`src/pkg/rxfe_pkg.sv`:
```
// Package for the receive front-end level monitor.
// Holds the register map, field positions, reset values and widths.
// Assumes an 8-bit host port with 8-bit register offsets.
package rxfe_pkg;

  // Register offsets on the host port.
  localparam logic [7:0] OFS_INTR_MASK_UPPER = 8'h03;
  localparam logic [7:0] OFS_INTR_CAUSE = 8'h05;
  localparam logic [7:0] OFS_INTERVAL_LEN_LO = 8'h18;
  localparam logic [7:0] OFS_INTERVAL_LEN_HI = 8'h19;
  localparam logic [7:0] OFS_CONVERTER_CTRL = 8'h21;
  localparam logic [7:0] OFS_BIAS_CORR_LO = 8'h26;
  localparam logic [7:0] OFS_BIAS_CORR_HI = 8'h27;
  localparam logic [7:0] OFS_REMOTE_UPPER_LIMIT_LO = 8'h30;
  localparam logic [7:0] OFS_REMOTE_UPPER_LIMIT_HI = 8'h31;
  localparam logic [7:0] OFS_REMOTE_LOWER_LIMIT_LO = 8'h32;
  localparam logic [7:0] OFS_REMOTE_LOWER_LIMIT_HI = 8'h33;
  localparam logic [7:0] OFS_CLIP_COUNT = 8'h42;
  localparam logic [7:0] OFS_BIAS_LEVEL_LO = 8'h44;
  localparam logic [7:0] OFS_BIAS_LEVEL_HI = 8'h45;
  localparam logic [7:0] OFS_MAGNITUDE_LEVEL_LO = 8'h46;
  localparam logic [7:0] OFS_MAGNITUDE_LEVEL_HI = 8'h47;
  localparam logic [7:0] OFS_REMOTE_LEVEL_LO = 8'h48;
  localparam logic [7:0] OFS_REMOTE_LEVEL_HI = 8'h49;

  // Alarm bit positions, shared by the cause and upper mask registers.
  localparam int BIT_ALARM_HIGH = 2;
  localparam int BIT_ALARM_LOW = 1;

  // Gain field of the converter control register and its top code.
  localparam int GAIN_LSB = 0;
  localparam int GAIN_W = 3;
  localparam logic [2:0] GAIN_MAX = 3'h5;

  // Widths of samples, results, accumulators and the clip counter.
  localparam int SMP_W = 16;
  localparam int RES_W = 16;
  localparam int ACC_W = 32;
  localparam int CLIP_W = 8;
  localparam logic [7:0] CLIP_MAX = 8'hff;

  // Reset values of the writable registers.
  localparam logic [7:0] RST_MASK = 8'h00;
  localparam logic [15:0] RST_INTERVAL = 16'hffff;
  localparam logic [7:0] RST_CONV_CTRL = 8'h00;
  localparam logic [15:0] RST_BIAS = 16'h0000;
  localparam logic [15:0] RST_UPPER_LIMIT = 16'h7fff;
  localparam logic [15:0] RST_LOWER_LIMIT = 16'h8000;

endpackage : rxfe_pkg

```
`src/pkg/rxfe_meter_if.sv`:
```
// Interface that carries the meter step and interval close strobes.
// Assumes both strobes are already gated by the clock enable.
`timescale 1ns/100ps
`default_nettype none
interface rxfe_meter_if;
  logic step;  // One sample is presented this cycle.
  logic close; // This sample is the last of the meter interval.
  modport ctrl (output step, output close);
  modport mtr (input step, input close);
endinterface : rxfe_meter_if
`default_nettype wire

```
`src/core/rxfe_accum.sv`:
```
// Signed accumulator with latched 16-bit result for one level meter.
// Assumes step and close come from the meter timer on the same clock.
`timescale 1ns/100ps
`default_nettype none
module rxfe_accum (
  // Clock and reset.
  input wire logic sys_clk,
  input wire logic rst_b,
  // Meter strobes.
  rxfe_meter_if.mtr meter,
  // Sample in and result out.
  input wire logic signed [rxfe_pkg::SMP_W:0] value,
  output logic [rxfe_pkg::RES_W-1:0] result_ff
);

  logic signed [rxfe_pkg::ACC_W-1:0] acc_ff; // Running sum.
  logic signed [rxfe_pkg::ACC_W-1:0] nxt_acc; // Sum with this sample.

  // Sign-extend the sample into the running sum.
  always_comb begin
    nxt_acc = acc_ff + rxfe_pkg::ACC_W'(value);
  end

  // Sum each step; at close keep the top bits and restart from zero.
  always_ff @(posedge sys_clk or negedge rst_b) begin
    if (!rst_b) begin
      acc_ff <= '0;
      result_ff <= '0;
    end else if (meter.step) begin
      if (meter.close) begin
        result_ff <= nxt_acc[rxfe_pkg::ACC_W-1 -: rxfe_pkg::RES_W];
        acc_ff <= '0;
      end else begin
        acc_ff <= nxt_acc;
      end
    end
  end

endmodule : rxfe_accum
`default_nettype wire

```
`src/core/rxfe_clip_ctr.sv`:
```
// Saturating converter overflow counter with an interval result.
// Assumes the overflow flag arrives with its sample on the same clock.
`timescale 1ns/100ps
`default_nettype none
module rxfe_clip_ctr (
  // Clock and reset.
  input wire logic sys_clk,
  input wire logic rst_b,
  // Meter strobes.
  rxfe_meter_if.mtr meter,
  // Overflow flag in and count out.
  input wire logic ovf,
  output logic [rxfe_pkg::CLIP_W-1:0] count_ff
);

  logic [rxfe_pkg::CLIP_W-1:0] cnt_ff; // Count in this interval.
  logic [rxfe_pkg::CLIP_W-1:0] nxt_cnt; // Count including this sample.

  // Add one per overflow but hold at the top value.
  always_comb begin
    nxt_cnt = cnt_ff;
    if (ovf && (cnt_ff != rxfe_pkg::CLIP_MAX)) begin
      nxt_cnt = cnt_ff + 8'h01;
    end
  end

  // Count, then hand the total over and restart at the close.
  always_ff @(posedge sys_clk or negedge rst_b) begin
    if (!rst_b) begin
      cnt_ff <= '0;
      count_ff <= '0;
    end else if (meter.step) begin
      if (meter.close) begin
        count_ff <= nxt_cnt;
        cnt_ff <= '0;
      end else begin
        cnt_ff <= nxt_cnt;
      end
    end
  end

endmodule : rxfe_clip_ctr
`default_nettype wire

```
`src/core/rxfe_top.sv`:
```
// Receive digital front end: offset removal, level meters, overflow
// counter, far-end alarms and the receive gain select.
// Assumes converter and echo-canceller samples are made on sys_clk,
// one per symbol, so they need no synchroniser.
`timescale 1ns/100ps
`default_nettype none
// Summary of operation
// - Subtract host 16-bit offset from each converter sample.
// - Top 16 bits of offset-corrected sum stored.
// - Top 16 bits of absolute sum stored.
// - Count each converter overflow in interval.
// - Overflow counter 8 bits, holds at 255.
// - Overflow count latched at interval end.
// - Top 16 bits of far-end sum stored.
// - Far-end result versus thresholds raises interrupt.
// - High alarm bit 2, low bit 1.
// - Mask bit one suppresses that alarm interrupt.
// - Six gain settings from 3-bit field.
// - One 16-bit converter sample per symbol.
// - All processing at one sample per symbol.
module rxfe_top (
  // Clock, reset and clock enable.
  input wire logic sys_clk,
  input wire logic rst_b,
  input wire logic clk_en,
  // Converter sample stream.
  input wire logic adc_valid,
  input wire logic [15:0] adc_data,
  input wire logic adc_ovf,
  // Echo-cancelled far-end sample, valid with adc_valid.
  input wire logic [15:0] fe_data,
  // Host port.
  input wire logic [7:0] host_addr,
  input wire logic [7:0] host_wdata,
  input wire logic host_wr,
  input wire logic host_rd,
  output logic [7:0] host_rdata_ff,
  output logic irq_b,
  // Corrected sample for the later receive stages.
  output logic [15:0] rx_sample_ff,
  output logic rx_valid_ff,
  // Gain select for the amplifier before the converter.
  output logic [2:0] vga_gain_ff
);

  // Writable register state.
  logic [7:0] mask_ff; // Upper interrupt mask.
  logic [15:0] interval_ff; // Meter interval in samples.
  logic [7:0] conv_ctrl_ff; // Converter control.
  logic [15:0] bias_ff; // Offset subtracted from samples.
  logic [15:0] upper_lim_ff; // High alarm threshold, signed.
  logic [15:0] lower_lim_ff; // Low alarm threshold, signed.

  // Status state.
  logic [7:0] cause_ff; // Sticky alarm causes.
  logic [15:0] tick_ff; // Samples seen in this interval.
  logic close_d_ff; // Results were latched last cycle.

  // Meter results from the submodules.
  logic [15:0] dc_res;
  logic [15:0] mag_res;
  logic [15:0] fe_res;
  logic [7:0] clip_res;

  // Datapath signals.
  logic step; // A sample is taken this cycle.
  logic close; // Interval ends with this sample.
  logic signed [16:0] corr_wide; // Raw difference.
  logic signed [16:0] corr; // Saturated corrected sample.
  logic [16:0] corr_abs; // Magnitude of the corrected sample.
  logic alarm_hi; // High threshold crossed.
  logic alarm_lo; // Low threshold crossed.
  logic [7:0] nxt_cause;
  logic [7:0] nxt_rdata;

  rxfe_meter_if meter ();

  // Clamp a 17-bit difference back into the 16-bit signed range.
  // Saturating rather than wrapping keeps a large offset from
  // flipping the sign of a sample the meters then see.
  function automatic logic signed [16:0] sat16(
    input logic signed [16:0] v
  );
    logic signed [16:0] r;
    r = v;
    if (v > 17'sh07fff) begin
      r = 17'sh07fff;
    end else if (v < -17'sh08000) begin
      r = -17'sh08000;
    end
    return r;
  endfunction : sat16

  // Pick the low or high byte of one word for the read mux.
  function automatic logic [7:0] pick(
    input logic [15:0] w,
    input logic hi
  );
    return hi ? w[15:8] : w[7:0];
  endfunction : pick

  // A sample per symbol, frozen while the clock enable is low.
  assign step = clk_en && adc_valid;

  // Close on the sample that completes the programmed count; a
  // count of zero or one closes every sample.
  assign close = step &&
    (({1'b0, tick_ff} + 17'h00001) >= {1'b0, interval_ff});

  assign meter.step = step;
  assign meter.close = close;

  // Offset removal ahead of the DC and magnitude meters.
  always_comb begin
    corr_wide = $signed({adc_data[15], adc_data}) -
      $signed({bias_ff[15], bias_ff});
    corr = sat16(corr_wide);
    if (corr[16]) begin
      corr_abs = 17'(-corr);
    end else begin
      corr_abs = corr;
    end
  end

  // Meter interval counter; restarts after each close.
  always_ff @(posedge sys_clk or negedge rst_b) begin
    if (!rst_b) begin
      tick_ff <= '0;
    end else if (step) begin
      if (close) begin
        tick_ff <= '0;
      end else begin
        tick_ff <= tick_ff + 16'h0001;
      end
    end
  end

  // DC level meter on the corrected sample.
  rxfe_accum u_dc (
    .sys_clk(sys_clk),
    .rst_b(rst_b),
    .meter(meter),
    .value(corr),
    .result_ff(dc_res)
  );

  // Signal level meter on the magnitude.
  rxfe_accum u_mag (
    .sys_clk(sys_clk),
    .rst_b(rst_b),
    .meter(meter),
    .value($signed(corr_abs)),
    .result_ff(mag_res)
  );

  // Far-end level meter on the echo-cancelled signal.
  rxfe_accum u_fe (
    .sys_clk(sys_clk),
    .rst_b(rst_b),
    .meter(meter),
    .value($signed({fe_data[15], fe_data})),
    .result_ff(fe_res)
  );

  // Overflow counter, saturating, handed over at each close.
  rxfe_clip_ctr u_clip (
    .sys_clk(sys_clk),
    .rst_b(rst_b),
    .meter(meter),
    .ovf(adc_ovf),
    .count_ff(clip_res)
  );

  // Pass the corrected sample on to the later receive stages.
  always_ff @(posedge sys_clk or negedge rst_b) begin
    if (!rst_b) begin
      rx_sample_ff <= '0;
      rx_valid_ff <= 1'b0;
    end else if (clk_en) begin
      rx_valid_ff <= adc_valid;
      if (adc_valid) begin
        rx_sample_ff <= corr[15:0];
      end
    end
  end

  // Remember that new results stand, so alarms look at them once.
  always_ff @(posedge sys_clk or negedge rst_b) begin
    if (!rst_b) begin
      close_d_ff <= 1'b0;
    end else if (clk_en) begin
      close_d_ff <= close;
    end
  end

  // Threshold checks on the freshly latched far-end result.
  // Thresholds and result are compared as signed numbers.
  assign alarm_hi = close_d_ff &&
    ($signed(fe_res) > $signed(upper_lim_ff));
  assign alarm_lo = close_d_ff &&
    ($signed(fe_res) < $signed(lower_lim_ff));

  // Cause bits are sticky and clear when the cause register is read.
  // A new alarm in the reading cycle survives, since set wins.
  always_comb begin
    nxt_cause = cause_ff;
    if (host_rd && (host_addr == rxfe_pkg::OFS_INTR_CAUSE)) begin
      nxt_cause = 8'h00;
    end
    if (alarm_hi) begin
      nxt_cause[rxfe_pkg::BIT_ALARM_HIGH] = 1'b1;
    end
    if (alarm_lo) begin
      nxt_cause[rxfe_pkg::BIT_ALARM_LOW] = 1'b1;
    end
  end

  // Hold the cause register.
  always_ff @(posedge sys_clk or negedge rst_b) begin
    if (!rst_b) begin
      cause_ff <= '0;
    end else if (clk_en) begin
      cause_ff <= nxt_cause;
    end
  end

  // One active-low interrupt; a mask bit of one blocks its cause.
  always_ff @(posedge sys_clk or negedge rst_b) begin
    if (!rst_b) begin
      irq_b <= 1'b1;
    end else if (clk_en) begin
      irq_b <= ~|(nxt_cause & ~mask_ff);
    end
  end

  // Host writes to the control registers; read-only ones ignore it.
  always_ff @(posedge sys_clk or negedge rst_b) begin
    if (!rst_b) begin
      mask_ff <= rxfe_pkg::RST_MASK;
      interval_ff <= rxfe_pkg::RST_INTERVAL;
      conv_ctrl_ff <= rxfe_pkg::RST_CONV_CTRL;
      bias_ff <= rxfe_pkg::RST_BIAS;
      upper_lim_ff <= rxfe_pkg::RST_UPPER_LIMIT;
      lower_lim_ff <= rxfe_pkg::RST_LOWER_LIMIT;
    end else if (clk_en && host_wr) begin
      case (host_addr)
        rxfe_pkg::OFS_INTR_MASK_UPPER: begin
          mask_ff <= host_wdata;
        end
        rxfe_pkg::OFS_INTERVAL_LEN_LO: begin
          interval_ff[7:0] <= host_wdata;
        end
        rxfe_pkg::OFS_INTERVAL_LEN_HI: begin
          interval_ff[15:8] <= host_wdata;
        end
        rxfe_pkg::OFS_CONVERTER_CTRL: begin
          conv_ctrl_ff <= host_wdata;
        end
        rxfe_pkg::OFS_BIAS_CORR_LO: begin
          bias_ff[7:0] <= host_wdata;
        end
        rxfe_pkg::OFS_BIAS_CORR_HI: begin
          bias_ff[15:8] <= host_wdata;
        end
        rxfe_pkg::OFS_REMOTE_UPPER_LIMIT_LO: begin
          upper_lim_ff[7:0] <= host_wdata;
        end
        rxfe_pkg::OFS_REMOTE_UPPER_LIMIT_HI: begin
          upper_lim_ff[15:8] <= host_wdata;
        end
        rxfe_pkg::OFS_REMOTE_LOWER_LIMIT_LO: begin
          lower_lim_ff[7:0] <= host_wdata;
        end
        rxfe_pkg::OFS_REMOTE_LOWER_LIMIT_HI: begin
          lower_lim_ff[15:8] <= host_wdata;
        end
        default: begin
          // Read-only or unmapped: the write has no effect.
        end
      endcase
    end
  end

  // Gain select; the two spare codes fall back to the top setting so
  // the amplifier never sees an undefined code.
  always_ff @(posedge sys_clk or negedge rst_b) begin
    if (!rst_b) begin
      vga_gain_ff <= '0;
    end else if (clk_en) begin
      if (conv_ctrl_ff[rxfe_pkg::GAIN_LSB +: rxfe_pkg::GAIN_W] >
          rxfe_pkg::GAIN_MAX) begin
        vga_gain_ff <= rxfe_pkg::GAIN_MAX;
      end else begin
        vga_gain_ff <=
          conv_ctrl_ff[rxfe_pkg::GAIN_LSB +: rxfe_pkg::GAIN_W];
      end
    end
  end

  // Read mux; unmapped offsets read as zero.
  always_comb begin
    case (host_addr)
      rxfe_pkg::OFS_INTR_MASK_UPPER: nxt_rdata = mask_ff;
      rxfe_pkg::OFS_INTR_CAUSE: nxt_rdata = cause_ff;
      rxfe_pkg::OFS_INTERVAL_LEN_LO: nxt_rdata = pick(interval_ff, 1'b0);
      rxfe_pkg::OFS_INTERVAL_LEN_HI: nxt_rdata = pick(interval_ff, 1'b1);
      rxfe_pkg::OFS_CONVERTER_CTRL: nxt_rdata = conv_ctrl_ff;
      rxfe_pkg::OFS_BIAS_CORR_LO: nxt_rdata = pick(bias_ff, 1'b0);
      rxfe_pkg::OFS_BIAS_CORR_HI: nxt_rdata = pick(bias_ff, 1'b1);
      rxfe_pkg::OFS_REMOTE_UPPER_LIMIT_LO: begin
        nxt_rdata = pick(upper_lim_ff, 1'b0);
      end
      rxfe_pkg::OFS_REMOTE_UPPER_LIMIT_HI: begin
        nxt_rdata = pick(upper_lim_ff, 1'b1);
      end
      rxfe_pkg::OFS_REMOTE_LOWER_LIMIT_LO: begin
        nxt_rdata = pick(lower_lim_ff, 1'b0);
      end
      rxfe_pkg::OFS_REMOTE_LOWER_LIMIT_HI: begin
        nxt_rdata = pick(lower_lim_ff, 1'b1);
      end
      rxfe_pkg::OFS_CLIP_COUNT: nxt_rdata = clip_res;
      rxfe_pkg::OFS_BIAS_LEVEL_LO: nxt_rdata = pick(dc_res, 1'b0);
      rxfe_pkg::OFS_BIAS_LEVEL_HI: nxt_rdata = pick(dc_res, 1'b1);
      rxfe_pkg::OFS_MAGNITUDE_LEVEL_LO: begin
        nxt_rdata = pick(mag_res, 1'b0);
      end
      rxfe_pkg::OFS_MAGNITUDE_LEVEL_HI: begin
        nxt_rdata = pick(mag_res, 1'b1);
      end
      rxfe_pkg::OFS_REMOTE_LEVEL_LO: nxt_rdata = pick(fe_res, 1'b0);
      rxfe_pkg::OFS_REMOTE_LEVEL_HI: nxt_rdata = pick(fe_res, 1'b1);
      default: nxt_rdata = 8'h00;
    endcase
  end

  // Read data is registered and stands until the next read.
  always_ff @(posedge sys_clk or negedge rst_b) begin
    if (!rst_b) begin
      host_rdata_ff <= '0;
    end else if (clk_en && host_rd) begin
      host_rdata_ff <= nxt_rdata;
    end
  end

endmodule : rxfe_top
`default_nettype wire

```
`config.mk`:
```
export PLATFORM = sky130hd
export DESIGN_NAME = rxfe_top
export DESIGN_NICKNAME = d
export VERILOG_FILES = /design/src/pkg/rxfe_pkg.sv /design/src/pkg/rxfe_meter_if.sv /design/src/core/rxfe_accum.sv /design/src/core/rxfe_clip_ctr.sv /design/src/core/rxfe_top.sv
export SDC_FILE = /design/constraint.sdc
export NUM_CORES = 1
export LEC_CHECK = 0
export ABC_AREA = 0
export BUFFER_PORTS_ARGS = -buffer_cell sky130_fd_sc_hd__buf_2
export CAP_MARGIN = 20
export CORE_ASPECT_RATIO = 2
export CORE_MARGIN = 2
export CORE_UTILIZATION = 40
export DETAILED_ROUTE_END_ITERATION = 8
export PLACE_DENSITY = 0.55
export SLEW_MARGIN = 25
export SYNTH_ARGS = -nofsm -noshare
export SYNTH_HDL_FRONTEND = slang
export SYNTH_HIERARCHICAL = 1
export SYNTH_SLANG_ARGS = --single-unit
```
`constraint.sdc`:
```
create_clock -name sys_clk -period 11.97 [get_ports sys_clk]
set_clock_uncertainty 0.05 [all_clocks]
set_input_delay 1.197 -clock sys_clk [delete_from_list [all_inputs] [get_ports sys_clk]]
set_output_delay 1.197 -clock sys_clk [all_outputs]
set_load 0.005 [all_outputs]
```
==> results.sh <==
export IMPL_postRouteWirelength_microns=69000
export IMPL_vias=17425
export IMPL_fillers=4998
export IMPL_maxCapViolCount=0
export IMPL_p_per_area_nw_per_um2=220
export IMPL_clock_sinks=294
export IMPL_worst_path_most_repeated_cell="nor2_1"
export IMPL_syn_inst=2238
export IMPL_cp_arrival_ns=7.23
export IMPL_synth_distinct_cells=113
export IMPL_grt_setup_unrepaired="no"
export IMPL_fin_crit_ns=6.87
export IMPL_chipWidth_microns=164
export IMPL_seqPwrFrac=0.300
export IMPL_grt_overflow_total=0
export IMPL_clock_latency_ns=0.55
export IMPL_max_freq_mhz=146
export IMPL_final_hold_violation_count=0
export IMPL_fin_util=0.448
export IMPL_die_area_sq_um=53400
export IMPL_grtUsageTotal=0.260
export IMPL_fin_setup_tns_ns=0
export IMPL_postLayoutCellArea_sq_um=22800
export IMPL_grt_pass1_wl_microns=105000
export IMPL_finalSetupViolCount=0
export IMPL_cts_setup_buffers=0
export IMPL_ys_seq_elements=294
export IMPL_layout_commonest_cell="dfrtp_1"
export IMPL_setup_worst_path_end_class="flip-flop"
export IMPL_tightest_slew_ns=1.03
export IMPL_hold_buffers=0
export IMPL_slew_headroom=0.311
export IMPL_total_power_mw=5.01
export IMPL_cp_required_ns=12.33
export IMPL_netlist_area_sq_um=20600
export IMPL_drtIter0Drc=1166
export IMPL_syn_to_final_growth_pct=10.7
export IMPL_port_buffers=83
export IMPL_final_cell_mix="261 x dfrtp_1, 246 x nand2_1, 159 x ha_1"
export IMPL_cts_tree="done"
export IMPL_async_flop_share=1.00
export IMPL_io_pins=84
export IMPL_first_pass_iters=5
export IMPL_path_class="flip-flop to flip-flop"
export IMPL_drc=0
export IMPL_combPwrFrac=0.471
export IMPL_cts_path_max_buffers=3
export IMPL_root_buffer="clkbuf_16"
export IMPL_p_leak_nw=10.6
export IMPL_die_h_microns=325
export IMPL_holdCritPathClass="flip-flop to flip-flop"
export IMPL_timing_final_crit_share=0.574
export IMPL_grt_max_degree=105
export IMPL_cpPeakStageDelay_ns=0.77
export IMPL_htreeDepth=2
export IMPL_status="complete, no violations"
export IMPL_switching_share=0.416
export IMPL_p_switching_mw=2.08
export IMPL_grt_antenna_before_repair=2
export IMPL_crit_buf_inv=1
export IMPL_drive_gt1_frac=0.148
export IMPL_placed_area_sq_um=21600
export IMPL_place_congestion=0.924
export IMPL_clkPwrFrac=0.229
export IMPL_row_count=117
export IMPL_cts_resized=0
export IMPL_ys_seq_area_frac=0.360
export IMPL_cpLargestDelayFamily="simple AND/OR/NAND/NOR gates"
export IMPL_startpoint_type="flip-flop"
export IMPL_power_internal_mw=2.92
export IMPL_synth_edf_count=0
export IMPL_slew_violations=0
export IMPL_coreArea_sq_um=50800
export IMPL_yosys_warnings=6
export IMPL_initial_utilization=0.405
export IMPL_wl_per_cell_microns=23.2
export IMPL_nets=2515
export IMPL_vias_per_cell=5.85
export IMPL_ant_nets=0
export IMPL_top_regs="u_dc/acc_ff: 32 flops, u_fe/acc_ff: 32 flops, u_mag/acc_ff: 32 flops"
export IMPL_path_cells="ha_1, and3_1, and3_1, nand3_1, nor2_1, xor2_1, ha_1, nand2_1, nor3_1, nand4_1, nor2_1, a211oi_1, o221ai_1, nor2_1, nor2_4, buf_4, nand2b_1, nor2_1, a22o_2"
export IMPL_slowest_stage="nand2b_1"
export IMPL_ir_drop_mv=0.126
export IMPL_synth_main_ff_cell="dfrtp_1"
export IMPL_diodes=0
export IMPL_first_global_vias=17663
export IMPL_path_clk_slew_ns=0.06
export IMPL_crit_fanout=43
export IMPL_hpwl_microns=52200
export IMPL_avgSynthCellArea_sq_um=9.19
export IMPL_cts_buffers=34
## synth_stat cells, drive strengths merged (9+ instances only)
| library cell | n | area (sq um) |
|---|---|---|
| a21boi | 11 | 86.3 |
| nor2b | 26 | 178 |
| nor3 | 29 | 190 |
| o31ai | 25 | 198 |
| or2 | 10 | 62.6 |
| xor2 | 42 | 368 |
| a31oi | 18 | 125 |
| a21o | 68 | 510 |
| nand3b | 11 | 82.6 |
| dfstp | 33 | 867 |
| and3 | 22 | 140 |
| a21oi | 121 | 621 |
| o211a | 9 | 90.1 |
| or3 | 13 | 81.3 |
| inv | 149 | 559 |
| a22o | 43 | 379 |
| mux2i | 9 | 90.1 |
| o32ai | 11 | 96.3 |
| a211oi | 21 | 175 |
| nand2b | 32 | 200 |
| a22oi | 31 | 233 |
| o21ai | 174 | 886 |
| and2 | 19 | 124 |
| nand3 | 61 | 320 |
| nor2 | 112 | 428 |
| a221oi | 9 | 78.8 |
| dfrtp | 261 | 6530 |
| o21a | 20 | 150 |
| clkbuf | 65 | 246 |
| ha | 159 | 1990 |
| nand2 | 248 | 931 |
| xnor2 | 67 | 594 |
| mux2 | 73 | 822 |
| buf | 27 | 196 |
| o2bb2ai | 20 | 175 |
| o22ai | 27 | 169 |
| nand4 | 29 | 203 |
## tightest hold or removal path, cell delays in order (launching register included)
cell,delay [ns]
dfrtp_1,0.33
nand2_1,0.05
nand2_1,0.05
## stage by stage
stage                     worst slack [ns]  hold slack [ns]  cells
after floorplan                       5.67            0.395   2255
final                                 5.10            0.418   2977
after global routing                  4.92            0.461   2977
after detailed placement              5.04            0.408   2915
after global placement                5.12            0.406   2915
after CTS                             5.40            0.423   2977
## power groups by stage
stage	registers [mW]	logic, mW	clock network (mW)
detailed placement	1.52	2.33	0
floorplan	1.41	1.82	0
finish	1.50	2.36	1.15
CTS	1.50	2.34	1.18
global placement	1.51	2.29	0
global route	1.54	2.64	1.21
## layer usage
metal / vias up / part of all wire / GRT usage / routed length, microns
li1: 8258 / - / - / -
met1: 8512 / 0.35 / 0.269 / 24400
met2: 463 / 0.53 / 0.475 / 36300
met3: 188 / 0.038 / 0.0326 / 2620
met4: 4 / 0.083 / 0.179 / 5700
met5: - / 0.00035 / 0 / 24
## cell type report
type | instances | area (sq um) | share of cell area
Timing Repair Buffer | 100 | 569 | 0.0250
Sequential cell | 294 | 7400 | 0.325
Multi-Input combinational cell | 1718 | 12200 | 0.537
Inverter | 149 | 561 | 0.0246
Clock inverter | 16 | 254 | 0.0112
Clock buffer | 46 | 936 | 0.0411
Tap cell | 654 | 818 | 0.0359
## path summary, 6_finish.rpt
| check | from | end | slack (ns) | cells after the start |
|---|---|---|---|---|
| hold reg to reg | rx_sample_ff[14]$_DFFE_PN0P_ | rx_sample_ff[14]$_DFFE_PN0P_ | 0.42 | 2 |
| setup / recovery | tick_ff[0]$_DFFE_PN0P_ | u_mag/acc_ff[31]$_DFFE_PN0P_ | 5.10 | 19 |
| max in group asynchronous | rst_b | u_mag/acc_ff[31]$_DFFE_PN0P_ | 9.84 | 2 |
| min in group asynchronous | rst_b | tick_ff[4]$_DFFE_PN0P_ | 0.64 | 1 |
| setup reg to reg | tick_ff[0]$_DFFE_PN0P_ | u_mag/acc_ff[31]$_DFFE_PN0P_ | 5.10 | 19 |
| hold / removal | rx_sample_ff[14]$_DFFE_PN0P_ | rx_sample_ff[14]$_DFFE_PN0P_ | 0.42 | 2 |
## cells by family after synthesis
| group | count (synthesis) | synth area share |
|---|---|---|
| AO/OA/AOI/OAI | 692 | 0.235 |
| flip-flops | 294 | 0.360 |
| other | 1 | 0.000182 |
| multiplexers | 86 | 0.0487 |
| buffers and inverters | 243 | 0.0497 |
| AND/OR/NAND/NOR | 650 | 0.159 |
| XOR/XNOR | 109 | 0.0468 |
| adder cells (fa/ha/maj) | 163 | 0.101 |
No activity file was read; power rests on OpenSTA's default activity.
